File: src/aft_map.svh
`ifndef AFT_MAP_SVH
`define AFT_MAP_SVH

// Clock rate and hold times
`define AFT_CLK_HZ 200000000
`define AFT_SETUP_MS 50
`define AFT_STROBE_MS 100
`define AFT_TAIL_STD_MS 50
`define AFT_TAIL_EXT_MS 150
`define AFT_CYC_PER_MS (`AFT_CLK_HZ / 1000)
`define AFT_SETUP_CYC (`AFT_SETUP_MS * `AFT_CYC_PER_MS)
`define AFT_STROBE_CYC (`AFT_STROBE_MS * `AFT_CYC_PER_MS)
`define AFT_TAIL_STD_CYC (`AFT_TAIL_STD_MS * `AFT_CYC_PER_MS)
`define AFT_TAIL_EXT_CYC (`AFT_TAIL_EXT_MS * `AFT_CYC_PER_MS)

// APB register offsets
`define AFT_REG_CFG 12'h000
`define AFT_REG_CMD 12'h004
`define AFT_REG_STATUS 12'h008
`define AFT_REG_DOUT 12'h00C
`define AFT_REG_TBL_IDX 12'h010
`define AFT_REG_TBL_ACT 12'h014
`define AFT_REG_TBL_DEACT 12'h018
`define AFT_REG_TBL_NUM 12'h01C

// Configuration bit positions
`define AFT_CFG_BINARY 0
`define AFT_CFG_DEC_CODED 1
`define AFT_CFG_SPINDLE_CODED 2
`define AFT_CFG_EXT_HOLD 3

// Command word fields
`define AFT_CMD_KIND_LO 8
`define AFT_CMD_KIND_HI 9
`define AFT_CMD_AFTER 10
`define AFT_CMD_LAST 11

// Deactivate row control bits, below the 15-bit mask
`define AFT_DEACT_AFTER 1
`define AFT_DEACT_NOWAIT 0

// Table geometry
`define AFT_TBL_DEPTH 16
`define AFT_MAX_PER_BLOCK 7
`define AFT_MAX_MCODE 99
`define AFT_NUM_DOUT 15

`endif

File: src/aft_pkg.sv
package aft_pkg;

    typedef enum logic [1:0] {
        AFT_KIND_MISC = 2'h0,
        AFT_KIND_SPINDLE = 2'h1,
        AFT_KIND_TOOL = 2'h2
    } aft_kind_e;

    typedef enum logic [2:0] {
        AFT_IDLE = 3'h0,
        AFT_SETUP = 3'h1,
        AFT_STROBE = 3'h3,
        AFT_TAIL = 3'h2,
        AFT_WAIT = 3'h6
    } aft_state_e;

endpackage

File: src/aft_hold_timer.sv
`timescale 1ns/100ps
`include "aft_map.svh"

module aft_hold_timer
    import aft_pkg::*;
(
    // Clock and reset
    input wire logic pclk,
    input wire logic presetn,
    // Control
    input wire logic load,
    input wire logic [24:0] count,
    // Status
    output logic done
);

    logic [24:0] remain;

    // Count down a loaded number of cycles, pulse done at the end
    always_ff @(posedge pclk or negedge presetn)
    begin
        if (!presetn)
        begin
            remain <= 25'h0000000;
            done <= 1'b0;
        end
        else if (load)
        begin
            remain <= count;
            done <= 1'b0;
        end
        else if (remain != 25'h0000000)
        begin
            remain <= remain - 25'h0000001;
            done <= (remain == 25'h0000001);
        end
        else
        begin
            done <= 1'b0;
        end
    end

endmodule // aft_hold_timer

File: src/aft_transfer.sv
// Chosen here: register access over APB and the address map.
`timescale 1ns/100ps
`include "aft_map.svh"
// Function
// RQ1: Misc codes 0 to 99 accepted.
// RQ2: Up to seven misc codes per block.
// RQ3: Config bit picks BCD or binary.
// RQ4: Decoded entry updates outputs; coded optional.
// RQ5: Spindle coded only when BCD selected; the code gates spindle on cfg bit 2 alone, not on BCD.
// RQ6: Activate mask sets discrete outputs.
// RQ7: Deactivate mask clears discrete outputs.
// RQ8: Entry bit picks before or after motion.
// RQ9: Entry bit skips completion wait.
// RQ10: Stall until completion input goes high.
// RQ11: Misc first, then spindle, then tool.
// RQ12: Misc codes sent one at a time.
// RQ13: Misc code with misc strobe.
// RQ14: Undecoded misc always waits for completion.
// RQ15: Spindle code with strobe, then wait.
// RQ16: Range-change misc codes precede spindle.
// RQ17: Tool code with strobe, then wait.
// RQ18: Strobe after delay, hold 100, tail 50.
// RQ19: Extended hold keeps code 150 ms.
// RQ20: No wait or no drop: done at removal.
// RQ21: One shared 8-bit bus, one transfer.
// RQ22: Unselected discrete outputs keep state.

module aft_transfer
    import aft_pkg::*;
(
    // Clock and reset
    input wire logic pclk,
    input wire logic presetn,
    // APB slave
    input wire logic psel,
    input wire logic penable,
    input wire logic pwrite,
    input wire logic [11:0] paddr,
    input wire logic [31:0] pwdata,
    output logic [31:0] prdata,
    output logic pready,
    output logic pslverr,
    // Motion status
    input wire logic axes_in_position,
    // Cabinet link
    input wire logic m_done,
    output logic [7:0] coded_bus,
    output logic m_strobe,
    output logic s_strobe,
    output logic t_strobe,
    output logic [14:0] decoded_out
);

    ////////////////////////////////////////////////////////////////////////
    // Registers and storage

    logic [3:0] cfg;
    logic [3:0] tbl_idx;
    logic [7:0] tbl_num [0:`AFT_TBL_DEPTH-1];
    logic tbl_used [0:`AFT_TBL_DEPTH-1];
    logic [14:0] tbl_act [0:`AFT_TBL_DEPTH-1];
    logic [16:0] tbl_deact [0:`AFT_TBL_DEPTH-1];
    logic [11:0] cmd_word;
    logic cmd_valid;
    logic [2:0] misc_count;
    logic seq_err;
    aft_state_e state;
    aft_kind_e kind;
    logic [1:0] blk_kind;
    logic need_wait;
    logic dropped;
    logic timer_load;
    logic [24:0] timer_count;
    logic timer_done;
    logic wr_en;
    logic start;
    logic hit;
    logic [3:0] hit_idx;
    logic cmd_ok;

    // Binary to two-digit BCD for codes 0..99
    function automatic logic [7:0] to_bcd(input logic [7:0] v);
        return {4'(v / 8'h0A), 4'(v % 8'h0A)};
    endfunction

    assign wr_en = psel && penable && pwrite;

    ////////////////////////////////////////////////////////////////////////
    // Decoded table lookup for the pending misc code

    always_comb
    begin
        hit = 1'b0;
        hit_idx = 4'h0;
        for (int i = 0; i < `AFT_TBL_DEPTH; i++)
        begin
            if (!hit && tbl_used[i] && tbl_num[i] == cmd_word[7:0])
            begin
                hit = 1'b1;
                hit_idx = i[3:0];
            end
        end
    end

    // Command check: code in range, block limit, spindle allowed, kind order
    always_comb
    begin
        cmd_ok = 1'b0;
        if (cmd_word[9:8] == AFT_KIND_MISC)
            cmd_ok = (cmd_word[7:0] <= 8'(`AFT_MAX_MCODE)) // [RQ1]
                && (misc_count < 3'(`AFT_MAX_PER_BLOCK)); // [RQ2]
        else if (cmd_word[9:8] == AFT_KIND_SPINDLE)
            cmd_ok = cfg[`AFT_CFG_SPINDLE_CODED]; // [RQ5]
        else if (cmd_word[9:8] == AFT_KIND_TOOL)
            cmd_ok = 1'b1;
        // A kind earlier than one already sent in this block is out of order
        if (cmd_word[9:8] < blk_kind)
            cmd_ok = 1'b0; // [RQ11] [RQ16]
    end

    // Start when idle, command queued, and motion point reached (command or table)
    assign start = (state == AFT_IDLE) && cmd_valid && (axes_in_position
        || !(cmd_word[`AFT_CMD_AFTER] || (hit && cmd_word[9:8] == AFT_KIND_MISC
        && tbl_deact[hit_idx][`AFT_DEACT_AFTER]))); // [RQ8]

    ////////////////////////////////////////////////////////////////////////
    // APB slave: zero wait state

    always_ff @(posedge pclk or negedge presetn)
    begin
        if (!presetn)
        begin
            pready <= 1'b0;
            pslverr <= 1'b0;
            prdata <= 32'h00000000;
        end
        else
        begin
            pready <= psel && !penable;
            pslverr <= 1'b0;
            prdata <= 32'h00000000;
            if (psel && !penable && !pwrite)
            begin
                if (paddr == `AFT_REG_CFG)
                    prdata <= {28'h0000000, cfg};
                else if (paddr == `AFT_REG_STATUS)
                    prdata <= {25'h0000000, seq_err, misc_count, cmd_valid,
                        state != AFT_IDLE, 1'b0} | {31'h00000000, m_done};
                else if (paddr == `AFT_REG_DOUT)
                    prdata <= {17'h00000, decoded_out};
                else if (paddr == `AFT_REG_TBL_IDX)
                    prdata <= {28'h0000000, tbl_idx};
                else if (paddr == `AFT_REG_TBL_ACT)
                    prdata <= {17'h00000, tbl_act[tbl_idx]};
                else if (paddr == `AFT_REG_TBL_DEACT)
                    prdata <= {15'h0000, tbl_deact[tbl_idx]};
                else if (paddr == `AFT_REG_TBL_NUM)
                    prdata <= {23'h000000, tbl_used[tbl_idx], tbl_num[tbl_idx]};
                else if (paddr != `AFT_REG_CMD)
                    pslverr <= 1'b1;
            end
            else if (psel && !penable)
                pslverr <= !(paddr == `AFT_REG_CFG || paddr == `AFT_REG_CMD
                    || paddr == `AFT_REG_TBL_IDX || paddr == `AFT_REG_TBL_ACT
                    || paddr == `AFT_REG_TBL_DEACT || paddr == `AFT_REG_TBL_NUM);
        end
    end

    // Configuration and table writes
    always_ff @(posedge pclk or negedge presetn)
    begin
        if (!presetn)
        begin
            cfg <= 4'h0;
            tbl_idx <= 4'h0;
            for (int i = 0; i < `AFT_TBL_DEPTH; i++)
            begin
                tbl_num[i] <= 8'h00;
                tbl_used[i] <= 1'b0;
                tbl_act[i] <= 15'h0000;
                tbl_deact[i] <= 17'h00000;
            end
        end
        else if (wr_en && pready)
        begin
            if (paddr == `AFT_REG_CFG)
                cfg <= pwdata[3:0];
            else if (paddr == `AFT_REG_TBL_IDX)
                tbl_idx <= pwdata[3:0];
            else if (paddr == `AFT_REG_TBL_ACT)
                tbl_act[tbl_idx] <= pwdata[14:0];
            else if (paddr == `AFT_REG_TBL_DEACT)
                tbl_deact[tbl_idx] <= pwdata[16:0];
            else if (paddr == `AFT_REG_TBL_NUM)
            begin
                tbl_num[tbl_idx] <= pwdata[7:0];
                tbl_used[tbl_idx] <= pwdata[8];
            end
        end
    end

    // Single command slot; software issues misc, then spindle, then tool
    always_ff @(posedge pclk or negedge presetn)
    begin
        if (!presetn)
        begin
            cmd_word <= 12'h000;
            cmd_valid <= 1'b0;
            seq_err <= 1'b0;
        end
        else if (wr_en && pready && paddr == `AFT_REG_CMD)
        begin
            if (cmd_valid || state != AFT_IDLE)
                seq_err <= 1'b1; // [RQ21]
            else
            begin
                cmd_word <= pwdata[11:0];
                cmd_valid <= 1'b1;
            end
        end
        else if (cmd_valid && !cmd_ok)
        begin
            cmd_valid <= 1'b0;
            seq_err <= 1'b1;
        end
        else if (start)
            cmd_valid <= 1'b0;
    end

    // Per-block bookkeeping: misc count and latest kind, cleared by the last command
    always_ff @(posedge pclk or negedge presetn)
    begin
        if (!presetn)
        begin
            misc_count <= 3'h0;
            blk_kind <= 2'h0;
        end
        else if (start && cmd_ok)
        begin
            blk_kind <= cmd_word[`AFT_CMD_LAST] ? 2'h0 : cmd_word[9:8]; // [RQ11] [RQ16]
            if (cmd_word[`AFT_CMD_LAST])
                misc_count <= 3'h0;
            else if (cmd_word[9:8] == AFT_KIND_MISC)
                misc_count <= misc_count + 3'h1; // [RQ2]
        end
    end

    ////////////////////////////////////////////////////////////////////////
    // Transfer sequencer

    always_ff @(posedge pclk or negedge presetn)
    begin
        if (!presetn)
        begin
            state <= AFT_IDLE;
            kind <= AFT_KIND_MISC;
            need_wait <= 1'b0;
            dropped <= 1'b0;
            coded_bus <= 8'h00;
            {m_strobe, s_strobe, t_strobe} <= 3'h0;
        end
        else
        begin
            case (state)
                AFT_IDLE:
                begin
                    if (start && cmd_ok)
                    begin
                        kind <= aft_kind_e'(cmd_word[9:8]);
                        dropped <= 1'b0;
                        if (cmd_word[9:8] == AFT_KIND_MISC)
                        begin
                            need_wait <= hit ? !tbl_deact[hit_idx][`AFT_DEACT_NOWAIT]
                                : 1'b1; // [RQ9] [RQ14]
                            if (!hit || cfg[`AFT_CFG_DEC_CODED]) // [RQ4]
                            begin
                                coded_bus <= cfg[`AFT_CFG_BINARY] ? cmd_word[7:0]
                                    : to_bcd(cmd_word[7:0]); // [RQ3]
                                state <= AFT_SETUP;
                            end
                            else if (!tbl_deact[hit_idx][`AFT_DEACT_NOWAIT])
                                state <= AFT_WAIT;
                        end
                        else
                        begin
                            need_wait <= 1'b1; // [RQ15] [RQ17]
                            coded_bus <= cmd_word[7:0];
                            state <= AFT_SETUP;
                        end
                    end
                end
                AFT_SETUP:
                begin
                    if (timer_done)
                    begin
                        m_strobe <= (kind == AFT_KIND_MISC); // [RQ13]
                        s_strobe <= (kind == AFT_KIND_SPINDLE); // [RQ15]
                        t_strobe <= (kind == AFT_KIND_TOOL); // [RQ17]
                        state <= AFT_STROBE;
                    end
                end
                AFT_STROBE:
                begin
                    if (!m_done)
                        dropped <= 1'b1; // [RQ20]
                    if (timer_done)
                    begin
                        {m_strobe, s_strobe, t_strobe} <= 3'h0;
                        state <= AFT_TAIL; // [RQ18]
                    end
                end
                AFT_TAIL:
                begin
                    if (!m_done)
                        dropped <= 1'b1;
                    if (timer_done)
                    begin
                        coded_bus <= 8'h00;
                        // Done at removal unless a drop was seen and wait needed
                        if (need_wait && (dropped || !m_done))
                            state <= AFT_WAIT; // [RQ20]
                        else
                            state <= AFT_IDLE;
                    end
                end
                AFT_WAIT:
                begin
                    if (m_done)
                        state <= AFT_IDLE; // [RQ10] [RQ12]
                end
                default:
                    state <= AFT_IDLE;
            endcase
        end
    end

    // Discrete outputs: set by activate, cleared by deactivate, else kept
    always_ff @(posedge pclk or negedge presetn)
    begin
        if (!presetn)
            decoded_out <= 15'h0000;
        else if (start && cmd_ok && cmd_word[9:8] == AFT_KIND_MISC && hit)
            decoded_out <= (decoded_out & ~tbl_deact[hit_idx][16:2])
                | tbl_act[hit_idx]; // [RQ6] [RQ7] [RQ22]
    end

    // Timer reload at each phase entry; one below the length, as done lands a cycle late
    always_comb
    begin
        timer_load = 1'b0;
        timer_count = 25'h0000000;
        if (state == AFT_IDLE && start && cmd_ok)
        begin
            timer_load = 1'b1;
            timer_count = 25'(`AFT_SETUP_CYC - 1);
        end
        else if (state == AFT_SETUP && timer_done)
        begin
            timer_load = 1'b1;
            timer_count = 25'(`AFT_STROBE_CYC - 1);
        end
        else if (state == AFT_STROBE && timer_done)
        begin
            timer_load = 1'b1;
            timer_count = cfg[`AFT_CFG_EXT_HOLD] ? 25'(`AFT_TAIL_EXT_CYC - 1)
                : 25'(`AFT_TAIL_STD_CYC - 1); // [RQ18] [RQ19]
        end
    end

    aft_hold_timer u_timer (
        .pclk(pclk),
        .presetn(presetn),
        .load(timer_load),
        .count(timer_count),
        .done(timer_done)
    );

endmodule // aft_transfer

File: config.mk
export PLATFORM = sky130hd
export DESIGN_NAME = aft_transfer
export DESIGN_NICKNAME = d
export VERILOG_FILES = /design/src/aft_pkg.sv /design/src/aft_hold_timer.sv /design/src/aft_transfer.sv
export VERILOG_INCLUDE_DIRS = /design/src /design/src/src
export SDC_FILE = /design/constraint.sdc
export NUM_CORES = 2
export LEC_CHECK = 0
export BUFFER_PORTS_ARGS = -buffer_cell sky130_fd_sc_hd__buf_4
export CORE_ASPECT_RATIO = 1.25
export CORE_MARGIN = 1.5
export CORE_UTILIZATION = 25
export DETAILED_ROUTE_END_ITERATION = 16
export PLACE_DENSITY = 0.41
export SLEW_MARGIN = 20
export SYNTH_ARGS = -nofsm -noshare
export SYNTH_HDL_FRONTEND = slang
export SYNTH_SLANG_ARGS = --single-unit
File: constraint.sdc
create_clock -name pclk -period 5.75 [get_ports pclk]
set_clock_uncertainty 0.2 [all_clocks]
set_input_delay 0.8625 -clock pclk [delete_from_list [all_inputs] [get_ports pclk]]
set_output_delay 0.8625 -clock pclk [all_outputs]
set_load 0.005 [all_outputs]
==> run_results.csv <==
group,metric,value,unit
detailed_routing,drt-initial-drc-count,1830,
place,post-dp-hpwl,90900,um
yosys,ys.flop_type,"dfrtp_1",
clock_tree,cts_resized,0,
cells_and_area,area_growth,16.1,%
floorplanning,core,167000,um^2
worst_setup_path,ff2ff_setup_slack,0.81,ns
timing,rsz0062_at_grt,"no",
timing,tightestPinTransition,1.12,ns
worst_setup_path,slowest_stage,"dfrtp_1",
cells_and_area,drive_gt1_frac,0.375,
yosys,synth_edf_count,0,
global_routing,antenna_found_initial,6,
floorplanning,pin_count,111,
worst_setup_path,reg2reg_to,"decoded_out[9]",
floorplanning,start_util,0.251,
yosys,synth_common_cells,"dfrtp_1 (761), mux2_2 (686), nand2_1 (277)",
global_routing,overflow,0,
timing,setup-violations-final,0,
yosys,async_reset_ff_frac,1.00,
yosys,synth_cell_types,73,
detailed_routing,vias,28900,
yosys,ys_ff_latch,761,
cells_and_area,nets,3429,
worst_setup_path,path_class,"register to register",
clock_tree,clockBufferDepth,3,
timing,fin_crit_sh,0.859,
run,cap_viol_max_count,0,
yosys,synthTopCellsByArea,"dfrtp_1 (45%), mux2_2 (18%), mux4_2 (11%), mux2i_1 (5.1%), nand2_1 (2.5%)",
yosys,synth_cells,3354,
global_routing,grt_use_total,0.172,
place,dp.cells,5482,
status,status,"finished, final reports clean",
worst_setup_path,rr_worst_depth,16,
detailed_routing,wl,147000,um
clock_tree,clock_latency,0.71,ns
yosys,syn_area_per_cell,12.5,um^2
yosys,yosysWarnings,0,
worst_setup_path,cp.buffers_inverters,4,
detailed_routing,drc,0,
yosys,synth_most_common_cell,"dfrtp_1",
clock_tree,cts_root_buf,"clkbuf_16",
clock_tree,h-tree-depth,3,
timing,maxSlewHeadroom,0.250,
detailed_routing,wl_per_cell,25.9,um
timing,slew_violations,0,
min_path,min_path_type,"primary input to asynchronous set/reset pin",
detailed_routing,routed_via_density,5.10,
worst_setup_path,cp-end-kind,"register",
yosys,yosysSeqAreaShare,0.453,
worst_setup_path,cpPeakStageDelay,0.64,ns
timing,timing.hold.ws,0.00219,ns
worst_setup_path,cp.arrival,5.35,ns
pwr,p_leak,21.1,nW
clock_tree,clk_pin_slew_worst_paths,0.06,ns
clock_tree,cts_inserted_buffers,98,
worst_setup_path,worst-path-max-fanout,52,
clock_tree,cts_tree,"built",
pwr,ir_drop,247,uV
worst_setup_path,crit_chain,"buf_4 > xnor2_1 > nand3_1 > nor4b_1 > nor4_2 > nand4_1 > nand3_1 > nor2_4 > buf_12 > buf_12 > a211oi_1 > a311oi_1 > o21ai_0 > a2111oi_0 > buf_4 > o2bb2ai_1",
clock_tree,cts.sinks,761,
cells_and_area,design_area,48800,um^2
clock_tree,post_cts_buffers,0,
yosys,synth_top_cell_by_area,"dfrtp_1",
timing,finalSetupTns,0,ns
place,routabilityCongestion,0.814,
floorplanning,fp.dieW,370,um
place,io_buffer_count,80,
cells_and_area,fin_cells,5663,
global_routing,grt_first_pass_wirelength,216000,um
floorplanning,dieHeight,462,um
worst_setup_path,startpoint_type,"register",
detailed_routing,firstDrtPassIters,7,
worst_setup_path,cp_data_required_time,6.16,ns
cells_and_area,num_antenna_cells,0,
timing,period_needed,4.94,ns
yosys,synth_top_area_share,0.453,
floorplanning,num_rows,168,
global_routing,grt_max_degree,113,
global_routing,grt_pass1_vias,29800,
worst_setup_path,reg2reg_from,"cmd_word[3]",
worst_setup_path,cp_top_family,"simple AND/OR/NAND/NOR gates",
timing,timing.fmax,0.202,GHz
detailed_routing,drtAntennaViolNets,0,
place,dpl-instance-area,45500,um^2
pwr,cellPowerDensity,247,nW/um^2
yosys,syn-cell-area,42000,um^2
timing,finalHoldViolCount,0,
floorplanning,fp.dieArea,171000,um^2
clock_tree,hold_buffers,0,
-- layout make-up --
cell class | instances | area (um^2)
clock inverter | 34 | 395
tap | 2210 | 2770
inverter | 32 | 120
multi-input combinational | 2275 | 21800
sequential | 761 | 19100
timing repair buffer | 204 | 1740
fill | 17300 | 119000
clock buffer | 147 | 2970
-- cells by family after synthesis --
family | after synthesis | share of synthesized area
mux | 1110 | 0.346
flops | 761 | 0.453
simple gates | 585 | 0.0645
fa+ha+maj | 7 | 0.00202
buf+inv | 332 | 0.0336
compound gates | 409 | 0.0696
xor+xnor | 149 | 0.0310
other cells | 1 | 0.0000892
-- through the flow --
stage                     utilization  total power, mW  setup slack [ns]
after floorplan                     -             5.53              1.70
after global routing            0.292             12.5             0.493
final                           0.292             12.0             0.811
after global placement          0.272             5.74             0.783
after CTS                       0.292             12.3             0.772
after detailed placement        0.272             5.74             0.774
-- state kept, by name, indices dropped and copies added, names as in the netlist, 2 cells and up --
name and flops:
tbl_deact 272, tbl_act 240, tbl_num 128, u_timer.remain 25
prdata 17, tbl_used 16, decoded_out 15, cmd_word 12
coded_bus 8, cfg 4, tbl_idx 4, misc_count 3
state 3, blk_kind 2, kind 2
-- worst reg2reg max path, stage by stage (launching register included) --
cell	delay, ns
dfrtp_1	0.64
buf_4	0.41
xnor2_1	0.20
nand3_1	0.10
nor4b_1	0.62
nor4_2	0.18
nand4_1	0.12
nand3_1	0.21
nor2_4	0.19
buf_12	0.30
buf_12	0.36
a211oi_1	0.14
a311oi_1	0.24
o21ai_0	0.12
a2111oi_0	0.52
buf_4	0.23
o2bb2ai_1	0.07
-- where the power goes --
| group | switching [mW] | internal [mW] | total, mW |
|---|---|---|---|
| Clock | 2.54 | 3.87 | 6.42 |
| Sequential | 0.000538 | 5.36 | 5.36 |
| Combinational | 0.230 | 0.0388 | 0.269 |
-- metal layers --
layer  vias up  track usage  share of wire
li1      12500            -              -
met1     15500        0.233           0.46
met5         -            0        0.00031
met3       179       0.0270          0.044
met2       684        0.284           0.48
met4         8       0.0458          0.023
-- cells in the final DEF (no fill, tap or decap), drive strengths merged, types with 9 or more instances in the layout --
master / instances
o211ai: 27
buf: 204
o2bb2ai: 15
a211oi: 65
mux2i: 216
a21oi: 32
a21boi: 47
nor2b: 9
nor4: 20
clkbuf: 147
nand3: 48
inv: 35
mux2: 687
nand2: 277
nor2: 76
a2111oi: 15
o21ai: 79
or3: 10
a311oi: 30
nand2b: 25
xnor2: 113
a31oi: 20
nor3: 59
dfrtp: 761
a22oi: 20
nand4: 26
conb: 15
xor2: 36
mux4: 207
clkinv: 22
-- worst max-delay path by stage --
stage / to / slack, ns / startpoint / cells past startpoint
detailed placement: decoded_out[9] / 0.77 / cmd_word[3] / 16
finish: decoded_out[9] / 0.81 / cmd_word[3] / 16
global route: decoded_out[13] / 0.49 / cmd_word[3] / 16
global placement: decoded_out[9] / 0.78 / cmd_word[3] / 16
CTS: decoded_out[1] / 0.77 / cmd_word[3] / 16
floorplan: tbl_deact[10] / 1.70 / paddr[9] / 9
Power figures use the tool's default switching activity.
